==> config.mk <==
export PLATFORM = sky130hd
export DESIGN_NAME = ddrm_mode_regs
export DESIGN_NICKNAME = d
export VERILOG_FILES = /design/src/logic/ddrm_pkg.sv /design/src/logic/ddrm_mode_regs.sv /design/src/logic/ddrm_rd_lat.sv
export SDC_FILE = /design/constraint.sdc
export NUM_CORES = 1
export LEC_CHECK = 0
export BUFFER_PORTS_ARGS = -buffer_cell sky130_fd_sc_hd__buf_2
export CAP_MARGIN = 20
export CORE_MARGIN = 3
export CORE_UTILIZATION = 50
export CTS_CLUSTER_DIAMETER = 40
export DETAILED_ROUTE_END_ITERATION = 6
export PLACE_DENSITY = 0.8
export SYNTH_ARGS = -nofsm -noshare
export SYNTH_HDL_FRONTEND = slang
export SYNTH_SLANG_ARGS = --single-unit
==> constraint.sdc <==
create_clock -name pclk -period 4.4 [get_ports pclk]
set_clock_uncertainty 0.05 [all_clocks]
set_input_delay 0 -clock pclk [delete_from_list [all_inputs] [get_ports pclk]]
set_output_delay 0 -clock pclk [all_outputs]
set_load 0.05 [all_outputs]
==> src/logic/ddrm_pkg.sv <==
// Purpose: Shared constants, types and decode helpers for the mode-register block.
// Assumes: One clock (pclk) stands in for the memory clock; command pins are synchronous to it.
// Notes: Register offsets are byte addresses on a 32-bit APB bus.
package ddrm_pkg;

   // APB register byte offsets.
   localparam logic [11:0] OFF_MODE = 12'h000;
   localparam logic [11:0] OFF_EXT = 12'h004;
   localparam logic [11:0] OFF_STAT = 12'h008;
   localparam logic [11:0] OFF_CTRL = 12'h00c;

   // Field positions inside the captured address word.
   localparam int BL_LSB = 0;
   localparam int BT_BIT = 3;
   localparam int CL_LSB = 4;
   localparam int TM_LSB = 7;
   localparam int DLL_BIT = 0;
   localparam int DS_BIT = 1;
   localparam int WORD_W = 15;

   // Field encodings.
   localparam logic [2:0] BL_2 = 3'h1;
   localparam logic [2:0] BL_4 = 3'h2;
   localparam logic [2:0] BL_8 = 3'h3;
   localparam logic [2:0] CL_2 = 3'h2;
   localparam logic [2:0] CL_3 = 3'h3;
   localparam logic [2:0] CL_25 = 3'h6;
   localparam logic [1:0] TM_NORMAL = 2'h0;
   localparam logic [1:0] TM_DLL_RST = 2'h2;

   // Status bit positions.
   localparam int ST_MODE_OK = 0;
   localparam int ST_EXT_OK = 1;
   localparam int ST_BUSY = 2;
   localparam int ST_CL_ERR = 3;
   localparam int ST_BL_ERR = 4;
   localparam int ST_TIME_ERR = 5;
   localparam int ST_TM_ERR = 6;
   localparam int ST_BA1_ERR = 7;
   localparam logic [7:0] ST_STICKY = 8'hf8;

   // Reset values and timing.
   localparam logic [31:0] CTRL_RESET = 32'h0000_0001;
   localparam logic [WORD_W-1:0] WORD_RESET = 15'h0000;
   localparam int MRD_CYCLES = 2;
   localparam logic [1:0] MRD_LAST = 2'(MRD_CYCLES - 1);

   // Command pins as sampled on the rising clock edge.
   typedef struct packed {
      logic cs_n;
      logic ras_n;
      logic cas_n;
      logic we_n;
      logic cke;
      logic [1:0] ba;
      logic [12:0] addr;
   } ddrm_cmd_t;

   typedef enum logic {
      MS_IDLE,
      MS_SETTLE
   } ddrm_state_t;

   // A mode-set cycle: all four strobes low with clock enable high.
   function automatic logic is_mode_set(input ddrm_cmd_t c);
      return c.cke && !c.cs_n && !c.ras_n && !c.cas_n && !c.we_n;
   endfunction

   // Any command other than deselect or no-operation.
   function automatic logic is_command(input ddrm_cmd_t c);
      return !c.cs_n && !(c.ras_n && c.cas_n && c.we_n);
   endfunction

   function automatic logic cl_legal(input logic [2:0] code);
      return code == CL_2 || code == CL_3 || code == CL_25;
   endfunction

   function automatic logic bl_legal(input logic [2:0] code);
      return code == BL_2 || code == BL_4 || code == BL_8;
   endfunction

endpackage

==> src/logic/ddrm_mode_regs.sv <==
// Purpose: Captures the mode and extended mode registers from mode-set cycles.
// Assumes: Command pins are sampled on pclk; software watches the block over APB.
// Notes: Contents are cleared at reset only so that the outputs are defined.
module ddrm_mode_regs (
   input wire logic pclk,
   input wire logic presetn,
   input wire logic [11:0] paddr,
   input wire logic psel,
   input wire logic penable,
   input wire logic pwrite,
   input wire logic [31:0] pwdata,
   output logic [31:0] prdata,
   output logic pready,
   output logic pslverr,
   input wire ddrm_pkg::ddrm_cmd_t cmd,
   output logic [3:0] burst_len,
   output logic burst_interleaved,
   output logic [1:0] lat_cycles,
   output logic lat_half,
   output logic dll_enable,
   output logic drive_weak,
   output logic dll_reset_pulse,
   output logic mode_busy,
   output logic rd_first_data,
   output logic rd_first_half
);

   logic [ddrm_pkg::WORD_W-1:0] mode_word;
   logic [ddrm_pkg::WORD_W-1:0] ext_word;
   logic [7:0] status;
   logic accept_en;
   ddrm_pkg::ddrm_state_t state;
   logic [1:0] settle_cnt;
   logic mode_set;
   logic take_set;
   logic early_cmd;
   logic rd_cmd;
   logic apb_wr;
   logic apb_rd;
   logic [7:0] next_status;

   // Decoded command strobes, shared by capture, timing and the read path.
   assign mode_set = ddrm_pkg::is_mode_set(cmd);
   assign early_cmd = state == ddrm_pkg::MS_SETTLE && ddrm_pkg::is_command(cmd);
   assign take_set = mode_set && accept_en && !early_cmd;
   assign rd_cmd = cmd.cke && !cmd.cs_n && cmd.ras_n && !cmd.cas_n && cmd.we_n;
   // A write lands only at the edge where pready is seen high, as the master expects.
   assign apb_wr = psel && penable && pwrite && pready;
   assign apb_rd = psel && penable && !pwrite && !pready;

   // Capture the full address and bank word into the selected register.
   always_ff @(posedge pclk or negedge presetn) begin
      if (!presetn) begin
         mode_word <= ddrm_pkg::WORD_RESET;
         ext_word <= ddrm_pkg::WORD_RESET;
      end else if (take_set) begin
         if (cmd.ba[0]) begin
            ext_word <= {cmd.ba, cmd.addr};
         end else begin
            mode_word <= {cmd.ba, cmd.addr};
         end
      end
   end

   // Ordinary register fields drive the burst and latency outputs.
   always_ff @(posedge pclk or negedge presetn) begin
      if (!presetn) begin
         burst_len <= 4'h0;
         burst_interleaved <= 1'b0;
         lat_cycles <= 2'd0;
         lat_half <= 1'b0;
      end else if (take_set && !cmd.ba[0]) begin
         unique case (cmd.addr[ddrm_pkg::BL_LSB +: 3])
            ddrm_pkg::BL_2: burst_len <= 4'h2;
            ddrm_pkg::BL_4: burst_len <= 4'h4;
            ddrm_pkg::BL_8: burst_len <= 4'h8;
            default: burst_len <= 4'h0;
         endcase
         burst_interleaved <= cmd.addr[ddrm_pkg::BT_BIT];
         unique case (cmd.addr[ddrm_pkg::CL_LSB +: 3])
            ddrm_pkg::CL_2: begin
               lat_cycles <= 2'd2;
               lat_half <= 1'b0;
            end
            ddrm_pkg::CL_3: begin
               lat_cycles <= 2'd3;
               lat_half <= 1'b0;
            end
            ddrm_pkg::CL_25: begin
               lat_cycles <= 2'd2;
               lat_half <= 1'b1;
            end
            default: begin
               lat_cycles <= 2'd0;
               lat_half <= 1'b0;
            end
         endcase
      end
   end

   // Extended register fields; a low enable bit keeps the loop running.
   always_ff @(posedge pclk or negedge presetn) begin
      if (!presetn) begin
         dll_enable <= 1'b0;
         drive_weak <= 1'b0;
      end else if (take_set && cmd.ba[0]) begin
         dll_enable <= !cmd.addr[ddrm_pkg::DLL_BIT];
         drive_weak <= cmd.addr[ddrm_pkg::DS_BIT];
      end
   end

   // A DLL reset request is a single-cycle pulse on the accepted write.
   always_ff @(posedge pclk or negedge presetn) begin
      if (!presetn) begin
         dll_reset_pulse <= 1'b0;
      end else begin
         dll_reset_pulse <= take_set && !cmd.ba[0] &&
            cmd.addr[ddrm_pkg::TM_LSB +: 2] == ddrm_pkg::TM_DLL_RST;
      end
   end

   // Settle window after every accepted mode-set; busy covers it exactly.
   always_ff @(posedge pclk or negedge presetn) begin
      if (!presetn) begin
         state <= ddrm_pkg::MS_IDLE;
         settle_cnt <= 2'd0;
         mode_busy <= 1'b0;
      end else begin
         unique case (state)
            ddrm_pkg::MS_IDLE: begin
               if (take_set) begin
                  state <= ddrm_pkg::MS_SETTLE;
                  settle_cnt <= 2'd0;
                  mode_busy <= 1'b1;
               end
            end
            ddrm_pkg::MS_SETTLE: begin
               if (settle_cnt == ddrm_pkg::MRD_LAST) begin
                  state <= ddrm_pkg::MS_IDLE;
                  mode_busy <= 1'b0;
               end else begin
                  settle_cnt <= settle_cnt + 2'd1;
               end
            end
         endcase
      end
   end

   // Sticky error flags; a new event outranks a software clear in the same cycle.
   always_comb begin
      next_status = status;
      if (apb_wr && paddr == ddrm_pkg::OFF_STAT) begin
         next_status = status & ~(pwdata[7:0] & ddrm_pkg::ST_STICKY);
      end
      next_status[ddrm_pkg::ST_BUSY] = 1'b0;
      if (take_set && !cmd.ba[0]) begin
         next_status[ddrm_pkg::ST_MODE_OK] = 1'b1;
         if (!ddrm_pkg::cl_legal(cmd.addr[ddrm_pkg::CL_LSB +: 3])) begin
            next_status[ddrm_pkg::ST_CL_ERR] = 1'b1;
         end
         if (!ddrm_pkg::bl_legal(cmd.addr[ddrm_pkg::BL_LSB +: 3])) begin
            next_status[ddrm_pkg::ST_BL_ERR] = 1'b1;
         end
         if (cmd.addr[ddrm_pkg::TM_LSB +: 2] != ddrm_pkg::TM_NORMAL &&
             cmd.addr[ddrm_pkg::TM_LSB +: 2] != ddrm_pkg::TM_DLL_RST) begin
            next_status[ddrm_pkg::ST_TM_ERR] = 1'b1;
         end
      end
      if (take_set && cmd.ba[0]) begin
         next_status[ddrm_pkg::ST_EXT_OK] = 1'b1;
      end
      if (take_set && cmd.ba[1]) begin
         next_status[ddrm_pkg::ST_BA1_ERR] = 1'b1;
      end
      if (early_cmd) begin
         next_status[ddrm_pkg::ST_TIME_ERR] = 1'b1;
      end
   end

   always_ff @(posedge pclk or negedge presetn) begin
      if (!presetn) begin
         status <= 8'h00;
      end else begin
         status <= next_status;
      end
   end

   // Software gate: with accept_en low, mode-set cycles are ignored.
   always_ff @(posedge pclk or negedge presetn) begin
      if (!presetn) begin
         accept_en <= ddrm_pkg::CTRL_RESET[0];
      end else if (apb_wr && paddr == ddrm_pkg::OFF_CTRL) begin
         accept_en <= pwdata[0];
      end
   end

   // One wait state keeps prdata and pready straight from flip-flops.
   always_ff @(posedge pclk or negedge presetn) begin
      if (!presetn) begin
         pready <= 1'b0;
         pslverr <= 1'b0;
         prdata <= 32'h0000_0000;
      end else begin
         pready <= psel && penable && !pready;
         pslverr <= 1'b0;
         prdata <= 32'h0000_0000;
         if (psel && penable && !pready) begin
            unique case (paddr)
               ddrm_pkg::OFF_MODE: prdata <= apb_rd ? 32'(mode_word) : 32'h0000_0000;
               ddrm_pkg::OFF_EXT: prdata <= apb_rd ? 32'(ext_word) : 32'h0000_0000;
               ddrm_pkg::OFF_STAT: prdata <= apb_rd ? {24'h000000, status[7:3], mode_busy, status[1:0]} :
                  32'h0000_0000;
               ddrm_pkg::OFF_CTRL: prdata <= apb_rd ? {31'h0, accept_en} : 32'h0000_0000;
               default: pslverr <= 1'b1;
            endcase
         end
      end
   end

   // Read-latency pipeline toward the data path.
   ddrm_rd_lat u_rd_lat (
      .pclk(pclk),
      .presetn(presetn),
      .rd_cmd(rd_cmd),
      .lat_cycles(lat_cycles),
      .lat_half(lat_half),
      .first_data(rd_first_data),
      .first_half(rd_first_half)
   );
endmodule

==> src/logic/ddrm_rd_lat.sv <==
// Purpose: Delays a registered read command by the programmed read latency.
// Assumes: Latency is 2 or 3 whole clocks, with a flag adding half a clock.
// Notes: The half clock cannot be shown on a single-edge clock, so it is carried as a flag.
module ddrm_rd_lat (
   input wire logic pclk,
   input wire logic presetn,
   input wire logic rd_cmd,
   input wire logic [1:0] lat_cycles,
   input wire logic lat_half,
   output logic first_data,
   output logic first_half
);

   logic [1:0] stage;

   // Stage 0 is one clock after the command, stage 1 two clocks after.
   always_ff @(posedge pclk or negedge presetn) begin
      if (!presetn) begin
         stage <= 2'h0;
      end else begin
         stage <= {stage[0], rd_cmd};
      end
   end

   // First data marks the clock edge that is lat_cycles after the command.
   always_ff @(posedge pclk or negedge presetn) begin
      if (!presetn) begin
         first_data <= 1'b0;
         first_half <= 1'b0;
      end else begin
         first_data <= (lat_cycles == 2'd3) ? stage[1] : stage[0];
         first_half <= lat_half;
      end
   end

endmodule

==> run summary, run 1 <==
Worst R2R Path Depth = 4
CP arrival = 2.92 ns
clk sinks = 70
num rows = 28
final hold violations = 0
Ant. Diodes = 0
global route overflow = 0
Worst Hold Class = input pin to flop
final slew viol count = 0
Via Count = 2185
hold_sp = paddr[11]
worst-case clock buffer depth = 2
NetSw = 0.000312 W
die area = 7270 um^2
Power, Total = 0.00125 W
GRT Util Overall = 19.3%
area added between synthesis and finish = 27.2%
Pleak = 2.14 nW
Seq/Total Area, Yosys = 55.8%
Slew headroom = 43.3%
Peak VDD IR = 0.173 mV
FMAX = 371 MHz
Worst-Margin Slew = 0.846 ns
initial antenna violation count = 0
Initial Utilization = 52.4%
Async SR Flop Fraction = 100%
die height = 85.3 um
H-tree depth reported by CTS = 3
CTS resizes = 0
number of hold buffers added after cts = 34
largest net degree at the start of global routing = 71
root buf cell = clkbuf_8
I/O Pins = 117
Core Region = 5990 um^2
Clk network pwr share = 38.5%
R2R Setup Slk = 1.70 ns
drt wl/cell = 15.2 um
routed vias/inst = 5.05
DRT Pass-1 Iters = 4
Max-Cap Viols = 0
status = finished, final reports clean
Flop pwr share = 51.9%
post-synth top area cell = dfrtp_1
number of routed nets with antenna violations = 0
Worst setup SP type = flop
reg2reg end = burst_len[1]
Period Utilization, post-route = 61.3%
fin crit period = 2.70 ns
Synth warnings = 0
Post-synth EDFFs = 0
GPL Wtd Cong = 0.768
hold path cells = 4
starting DRC count in detailed routing = 87
top cell type's share of synthesized area = 55.0%
Clk pin slew, worst setup/hold paths = 0.07 ns
CP Capture Type = flop
final net count = 423
Min-Delay Endpoint = prdata[7]
worst-skew pair later-pin latency = 0.34 ns
Synth top cells by count = dfrtp_1 (69), nor2_1 (25), mux2_4 (21)
Sw Share = 25.0%
Avg Cell Area, Syn = 12.8 um^2
Yosys cell types = 42
DR DRC count = 0
internal power = 0.000935 W
RSZ-0062 raised after global routing = no
ys flop type = dfrtp_1
register bit count reported by yosys = 70
setup_tns = 0 ns
vias in the first global route = 2288
Logic pwr share = 9.6%
Die W = 85.3 um
first-pass GRT wire length = 10800 um
synth top area cells = dfrtp_1 (55%), mux2_4 (10%), buf_4 (4.8%), mux2i_1 (4.1%), nor2_1 (3.0%)
r2r startpoint = state
cells after synthesis = 245
CTS tree = built
Max FO, Critical Path = 31
post-DP HPWL = 4270 um
Power Density = 312 nW/um^2
synthesized cell area = 3140 um^2
PortBufs = 72
minimum hold slack = 0.00903 ns
share of cells above drive strength 1 = 34.1%
# Post-CTS Setup Buffers = 0
total CTS buffers = 9
count leader, synth = dfrtp_1
Routed Wire Length = 6570 um
Final setup viols = 0
Required @ worst endpoint = 4.63 ns
WS Path Type = flop to flop
==> worst max-delay path: stages, from the launching register on <==
cell and delay, ns:
dfrtp_1 0.44, nor4b_4 0.39, nand3b_2 0.67, o41ai_1 0.48, dlygate4sd3_1 0.59
==> layout by cell type, fill, tap and decap left out, types with 9 or more instances in the layout <==
cell type      netlist  routed
buf_2                2      72
dfrtp_1             69      69
dlygate4sd3_1        0      34
nor2_1              25      25
mux2_4              21      21
conb_1               1      18
nand2_1             17      17
mux2i_1             13      13
clkbuf_8             0      12
a21oi_1              9       9
==> cells by family (layout without fill, tap and decap cells) <==
kind of cell	after synthesis	count (layout)	share of synthesized area, %
adder cells (fa/ha/maj)	1	1	0.398
AND/OR/NAND/NOR	72	72	13.8
flip-flops	70	70	55.8
multiplexers	41	41	17.0
buffers and inverters	32	128	7.01
other	1	18	0.119
AO/OA/AOI/OAI	28	28	5.81
==> final cells by class <==
type / count / area [um^2]
Multi-Input combinational cell: 160 / 1230
Fill cell: 464 / 1990
Sequential cell: 70 / 1750
Tap cell: 75 / 93.8
Clock inverter: 3 / 17.5
Clock buffer: 13 / 169
Inverter: 4 / 15.0
Timing Repair Buffer: 108 / 716
==> registers in the layout, summed over array words and instances (netlist names), 2 cells and up <==
register / count
mode_word: 14
status: 7
prdata: 15
lat_cycles: 2
settle_cnt: 2
burst_len: 3
u_rd_lat.stage: 2
ext_word: 15
==> how the worst max path moves through the flow <==
stage	end	cells past startpoint	start
5_1_grt	burst_len[1]	4	state
4_1_cts	burst_len[1]	4	accept_en
3_5_place_dp	mode_word[14]	3	accept_en
2_1_floorplan	prdata[10]	5	pready
3_3_place_gp	mode_word[12]	3	accept_en
6_report	burst_len[1]	4	state
==> routing by layer <==
metal	GRT usage [%]	up-vias	share of wire, %	wire, um
li1	-	1033	-	-
met4	10.5	0	2.5	162
met1	24.1	1084	42	2780
met3	3.30	11	4.4	286
met2	31.9	57	51	3350
met5	0	-	0	0
==> power by group through the flow <==
stage | Sequential, W | Combinational [W] | Clock (W)
floorplan | 0.000663 | 0.0000643 | 0
global placement | 0.000659 | 0.0000998 | 0
detailed placement | 0.000659 | 0.000101 | 0
CTS | 0.000646 | 0.000120 | 0.000486
global route | 0.000646 | 0.000129 | 0.000514
finish | 0.000647 | 0.000119 | 0.000480
==> stage by stage <==
step,setup WS (ns),cell area (um^2),utilization [%],std cells
final,1.70,4000,66.7,433
after global routing,1.48,4000,66.7,433
after CTS,1.66,4000,66.7,433
after detailed placement,2.13,3470,57.9,383
after global placement,2.18,3470,57.9,383
after floorplan,2.71,3210,-,262
Note: power is estimated with default switching activity, not from simulation.
==> run 2: changes to the inputs <==
--- a/config.mk
+++ b/config.mk
@@ -8,10 +8,10 @@
 export BUFFER_PORTS_ARGS = -buffer_cell sky130_fd_sc_hd__buf_2
 export CAP_MARGIN = 20
 export CORE_MARGIN = 3
-export CORE_UTILIZATION = 50
+export CORE_UTILIZATION = 49
 export CTS_CLUSTER_DIAMETER = 40
 export DETAILED_ROUTE_END_ITERATION = 6
-export PLACE_DENSITY = 0.8
+export PLACE_DENSITY = 0.79
 export SYNTH_ARGS = -nofsm -noshare
 export SYNTH_HDL_FRONTEND = slang
 export SYNTH_SLANG_ARGS = --single-unit
==> constraint.sdc (replaced) <==
create_clock -name pclk -period 2.8 [get_ports pclk]
set_clock_uncertainty 0.05 [all_clocks]
set_input_delay 0 -clock pclk [delete_from_list [all_inputs] [get_ports pclk]]
set_output_delay 0 -clock pclk [all_outputs]
set_load 0.05 [all_outputs]
==> run 2 against run 1 <==
Compared with the run above:
- clock power increased by 51%
- first-iteration DRC count increased by 26%
- non-clock buffer count decreased by 2
- cell count decreased by 0.92%
- sequential share of layout area increased by 0.25 points
- hold slack about the same
- fmax increased by 23%
- total power increased by 55%
- critical endpoint is now burst_len[2]
- highest routed layer unchanged
==> run summary, run 2 (same netlist as run 1, synthesis figures left out) <==
status = finished, final reports clean
Power Density = 486 nW/um^2
GPL Wtd Cong = 0.818
Crit path max-delay family = buffers and inverters
final core occ = 65.6%
Worst Path Buf+Inv = 2
Flop pwr share = 52.7%
WS Path Type = flop to flop
commonest non-fill, non-tap cells in the layout = buf_2 (72), dfrtp_1 (69), dlygate4sd3_1 (31), nor2_1 (25), mux2_4 (21)
Clk network pwr share = 37.6%
RSZ-0062 raised after global routing = no
fin crit period = 2.20 ns
area added between synthesis and finish = 26.5%
Routed Wire Length = 6690 um
routed vias/inst = 5.10
DRT Pass-1 Iters = 4
Worst setup SP type = flop
area post-placement = 3490 um^2
largest net degree at the start of global routing = 37
CP Capture Type = flop
Clk pin slew, worst setup/hold paths = 0.07 ns
Core Region = 6060 um^2
Sw Share = 24.3%
setup_tns = 0 ns
H-tree depth reported by CTS = 3
root buf cell = clkbuf_8
Power, Total = 0.00193 W
final net count = 421
CP max-delay cell = dlygate4sd3_1
Period Utilization, post-route = 78.6%
Peak VDD IR = 0.272 mV
clk sinks = 70
NetSw = 0.000469 W
DR DRC count = 0
worst-skew pair later-pin latency = 0.33 ns
worst-case clock buffer depth = 2
Ant. Diodes = 0
starting DRC count in detailed routing = 110
PortBufs = 72
Required @ worst endpoint = 3.02 ns
Max FO, Critical Path = 31
share of cells above drive strength 1 = 34.2%
Worst-Margin Slew = 0.820 ns
Initial Utilization = 51.8%
total CTS buffers = 9
most common cell after layout, fill and taps aside = buf_2
Max-Cap Viols = 0
I/O Pins = 117
drt wl/cell = 15.6 um
final hold violations = 0
Slew headroom = 45.3%
die area = 7410 um^2
worst-path cell chain = nor4b_4 -> nand3b_2 -> buf_4 -> o41ai_1 -> dlygate4sd3_1
die height = 86.1 um
largest stage delay on the critical path = 0.60 ns
Logic pwr share = 9.8%
Die W = 86.1 um
FMAX = 455 MHz
global route overflow = 0
vias in the first global route = 2285
Via Count = 2188
Design Area, Final = 3970 um^2
CTS tree = built
post-DP HPWL = 4550 um
Final setup viols = 0
CP arrival = 2.42 ns
final slew viol count = 0
first-pass GRT wire length = 11000 um
GRT Util Overall = 19.4%
biggest regs = ext_word: 15 flops, prdata: 15 flops, mode_word: 14 flops
minimum hold slack = 0.00900 ns
internal power = 0.00146 W
initial antenna violation count = 0
num rows = 28
number of routed nets with antenna violations = 0
Worst Hold Class = input pin to flop
Pleak = 2.13 nW
run 2: cell count changes in the layout (fill, tap and decap cells not counted), sizes merged:
cell | previous run | this run
clkinv | 2 | 1
buf | 74 | 75
dlygate4sd3 | 34 | 31
clkinvlp | 1 | 0
run 2: worst paths after layout:
kind                                   startpoint                 to  slack (ns)  cells past startpoint
worst max-delay path                    accept_en       burst_len[2]        0.60                      5
worst min-delay path                     paddr[4]          prdata[0]       0.009                      4
worst max register to register          accept_en       burst_len[2]        0.60                      5
worst min register to register  u_rd_lat.stage[0]  u_rd_lat.stage[1]        0.34                      0
max in group asynchronous                 presetn          accept_en        1.72                      3
min in group asynchronous                 presetn         prdata[11]        0.24                      2
run 2: power by group through the flow:
stage / Sequential [W] / Combinational (W) / Clock [W]
6_report: 0.00102 / 0.000189 / 0.000725
5_1_grt: 0.00102 / 0.000203 / 0.000775
4_1_cts: 0.00102 / 0.000189 / 0.000732
3_5_place_dp: 0.00104 / 0.000162 / 0
3_3_place_gp: 0.00104 / 0.000159 / 0
2_1_floorplan: 0.00104 / 0.000101 / 0
run 2: worst register-to-register path, stage by stage, from the launching register on:
cell and delay (ns):
dfstp_2 0.54, nor4b_4 0.29, nand3b_2 0.10, buf_4 0.27, o41ai_1 0.29, dlygate4sd3_1 0.60
run 2: stage by stage:
step                setup WS (ns)  instances
floorplan                    1.11        262
global placement             1.10        384
detailed placement           1.06        384
CTS                         0.600        429
global route                0.460        429
finish                      0.600        429
run 2: layer usage:
layer	wire length, um	GRT usage [%]
met1	2740	24.7
met2	3470	32.7
met3	306	2.98
met4	164	8.78
met5	0	0
run 2: layout make-up:
cell class,count,area (um^2)
fillers,454,2090
repair buffers,106,706
multi-input cells,160,1230
well taps,75,93.8
flip-flops and latches,70,1750
inverters,4,15.0
clock inverters,1,5.00
clock buffers,13,169
run 2: what timing repair did:
| action | CTS | global route |
|---|---|---|
| resized for setup | 0 | 0 |
| endpoints found under the hold margin | 77 | 0 |
| hold buffers | 31 | 0 |
| setup buffers | 0 | 0 |
==> run 3: changes to the inputs <==
==> constraint.sdc (replaced) <==
create_clock -name pclk -period 2.27 [get_ports pclk]
set_clock_uncertainty 0.05 [all_clocks]
set_input_delay 0 -clock pclk [delete_from_list [all_inputs] [get_ports pclk]]
set_output_delay 0 -clock pclk [all_outputs]
set_load 0.05 [all_outputs]
==> run 3 against run 2 <==
Compared with the run above:
- non-clock buffer count is 5 higher
- clock-buffer cell count is 4 lower
- register-to-register slack worse by 0.46 ns
- critical path type unchanged
- fmax is 3.3% higher
- combinational power is 26% higher
- highest routed layer unchanged
- cell count is 1.6% higher
- utilization is 1.3 points higher
- worst setup slack worse by 0.46 ns
- sequential share of layout area is 0.84 points lower
- flip-flop and latch count stayed put
==> run summary, run 3 (same netlist as run 1, synthesis figures left out) <==
Slew headroom = 60.3%
Max-Cap Viols = 0
RSZ-0062 raised after global routing = no
Die W = 86.1 um
routed vias/inst = 5.01
minimum hold slack = 0.0180 ns
initial antenna violation count = 0
Worst-Margin Slew = 0.595 ns
Pleak = 2.16 nW
largest net degree at the start of global routing = 71
R2R Setup Slk = 0.14 ns
starting DRC count in detailed routing = 148
CTS tree = built
final hold violations = 0
PortBufs = 72
first-pass GRT wire length = 10800 um
Worst Hold Class = input pin to flop
Min-Delay Endpoint = prdata[0]
final net count = 426
drt wl/cell = 15.1 um
Filler cells = 465
DR DRC count = 0
FMAX = 470 MHz
H-tree depth reported by CTS = 3
Required @ worst endpoint = 2.49 ns
post-DP HPWL = 4350 um
GRT Util Overall = 19.0%
Core Region = 6060 um^2
total CTS buffers = 9
worst-skew pair later-pin latency = 0.34 ns
fin crit period = 2.13 ns
commonest non-fill, non-tap cells in the layout = buf_2 (72), dfrtp_1 (69), dlygate4sd3_1 (36), nor2_1 (25), mux2_4 (21)
Initial Utilization = 51.8%
most common cell after layout, fill and taps aside = buf_2
number of routed nets with antenna violations = 0
hold_sp = paddr[4]
root buf cell = clkbuf_8
status = finished, final reports clean
footprint of the multi-input gates = 1230 um^2
Power, Total = 0.00247 W
Via Count = 2184
register area = 1750 um^2
Max FO, Critical Path = 31
Worst R2R Path Depth = 5
Final setup viols = 0
area added between synthesis and finish = 29.0%
die area = 7410 um^2
Period Utilization, post-route = 93.8%
hold path cells = 4
vias in the first global route = 2277
Inst Count DP = 384
worst-case clock buffer depth = 2
Power Density = 611 nW/um^2
CP Capture Type = flop
setup_tns = 0 ns
CP arrival = 2.35 ns
reg2reg end = burst_len[1]
share of cells above drive strength 1 = 34.3%
I/O Pins = 117
WS Path Type = flop to flop
final slew viol count = 0
num rows = 28
clk sinks = 70
Clk pin slew, worst setup/hold paths = 0.07 ns
Final Non-Filler Cells = 436
r2r startpoint = accept_en
DRT Pass-1 Iters = 4
Ant. Diodes = 0
Peak VDD IR = 0.338 mV
biggest regs = ext_word: 15 flops, prdata: 15 flops, mode_word: 14 flops
GPL Wtd Cong = 0.797
die height = 86.1 um
Routed Wire Length = 6590 um
Worst setup SP type = flop
global route overflow = 0
==> run 3: through the flow <==
stage / instance area, um^2 / setup WS [ns] / utilization, %
after detailed placement: 3490 / 0.537 / 57.6
after global routing: 4050 / 0.0441 / 66.8
after global placement: 3490 / 0.570 / 57.6
final: 4050 / 0.140 / 66.8
after CTS: 4050 / 0.105 / 66.8
after floorplan: 3210 / 0.581 / -
==> run 3: final cells by class <==
type | count | area share, %
clock buffer | 9 | 3.06
clock inverter | 7 | 1.82
inverter | 4 | 0.371
multi-input combinational | 160 | 30.4
sequential | 70 | 43.3
tap | 75 | 2.32
timing repair buffer | 111 | 18.7
==> run 3: per-layer routing <==
metal  track usage [%]  part of all wire [%]  vias up
li1                  -                     -     1036
met1              23.7                    43     1074
met2              32.2                    51       66
met3              3.46                   4.6        8
met4              8.78                   1.5        0
met5                 0                     0        -
==> run 3: worst max-delay path by stage <==
stage               from            end  slack (ns)  depth (start not counted)
2_1_floorplan     pready     prdata[10]        0.58                          5
3_3_place_gp   accept_en  mode_word[12]        0.57                          4
3_5_place_dp   accept_en  mode_word[12]        0.54                          4
4_1_cts        accept_en   burst_len[1]        0.11                          5
5_1_grt        accept_en   burst_len[2]        0.04                          5
6_report       accept_en   burst_len[1]        0.14                          5
==> run 3: repair_timing <==
action,in CTS,in global routing
hold buffers,36,0
resized for setup,0,1
setup endpoints to repair,0,3
hold endpoints to repair,118,0
setup buffers,0,0
==> run 3: critical path, cell delays in order, from the launching register on <==
cell and delay [ns]:
dfstp_2 0.55, nor4b_4 0.28, nand3b_2 0.12, buf_6 0.22, o41ai_1 0.24, dlygate4sd3_1 0.59
==> run 3: power by group <==
| part | total [W] | switching [W] | internal, W |
|---|---|---|---|
| clock | 0.000982 | 0.000472 | 0.000510 |
| sequential | 0.00125 | 0.00000258 | 0.00125 |
| combinational | 0.000239 | 0.000157 | 0.0000826 |
| total | 0.00247 | 0.000631 | 0.00184 |
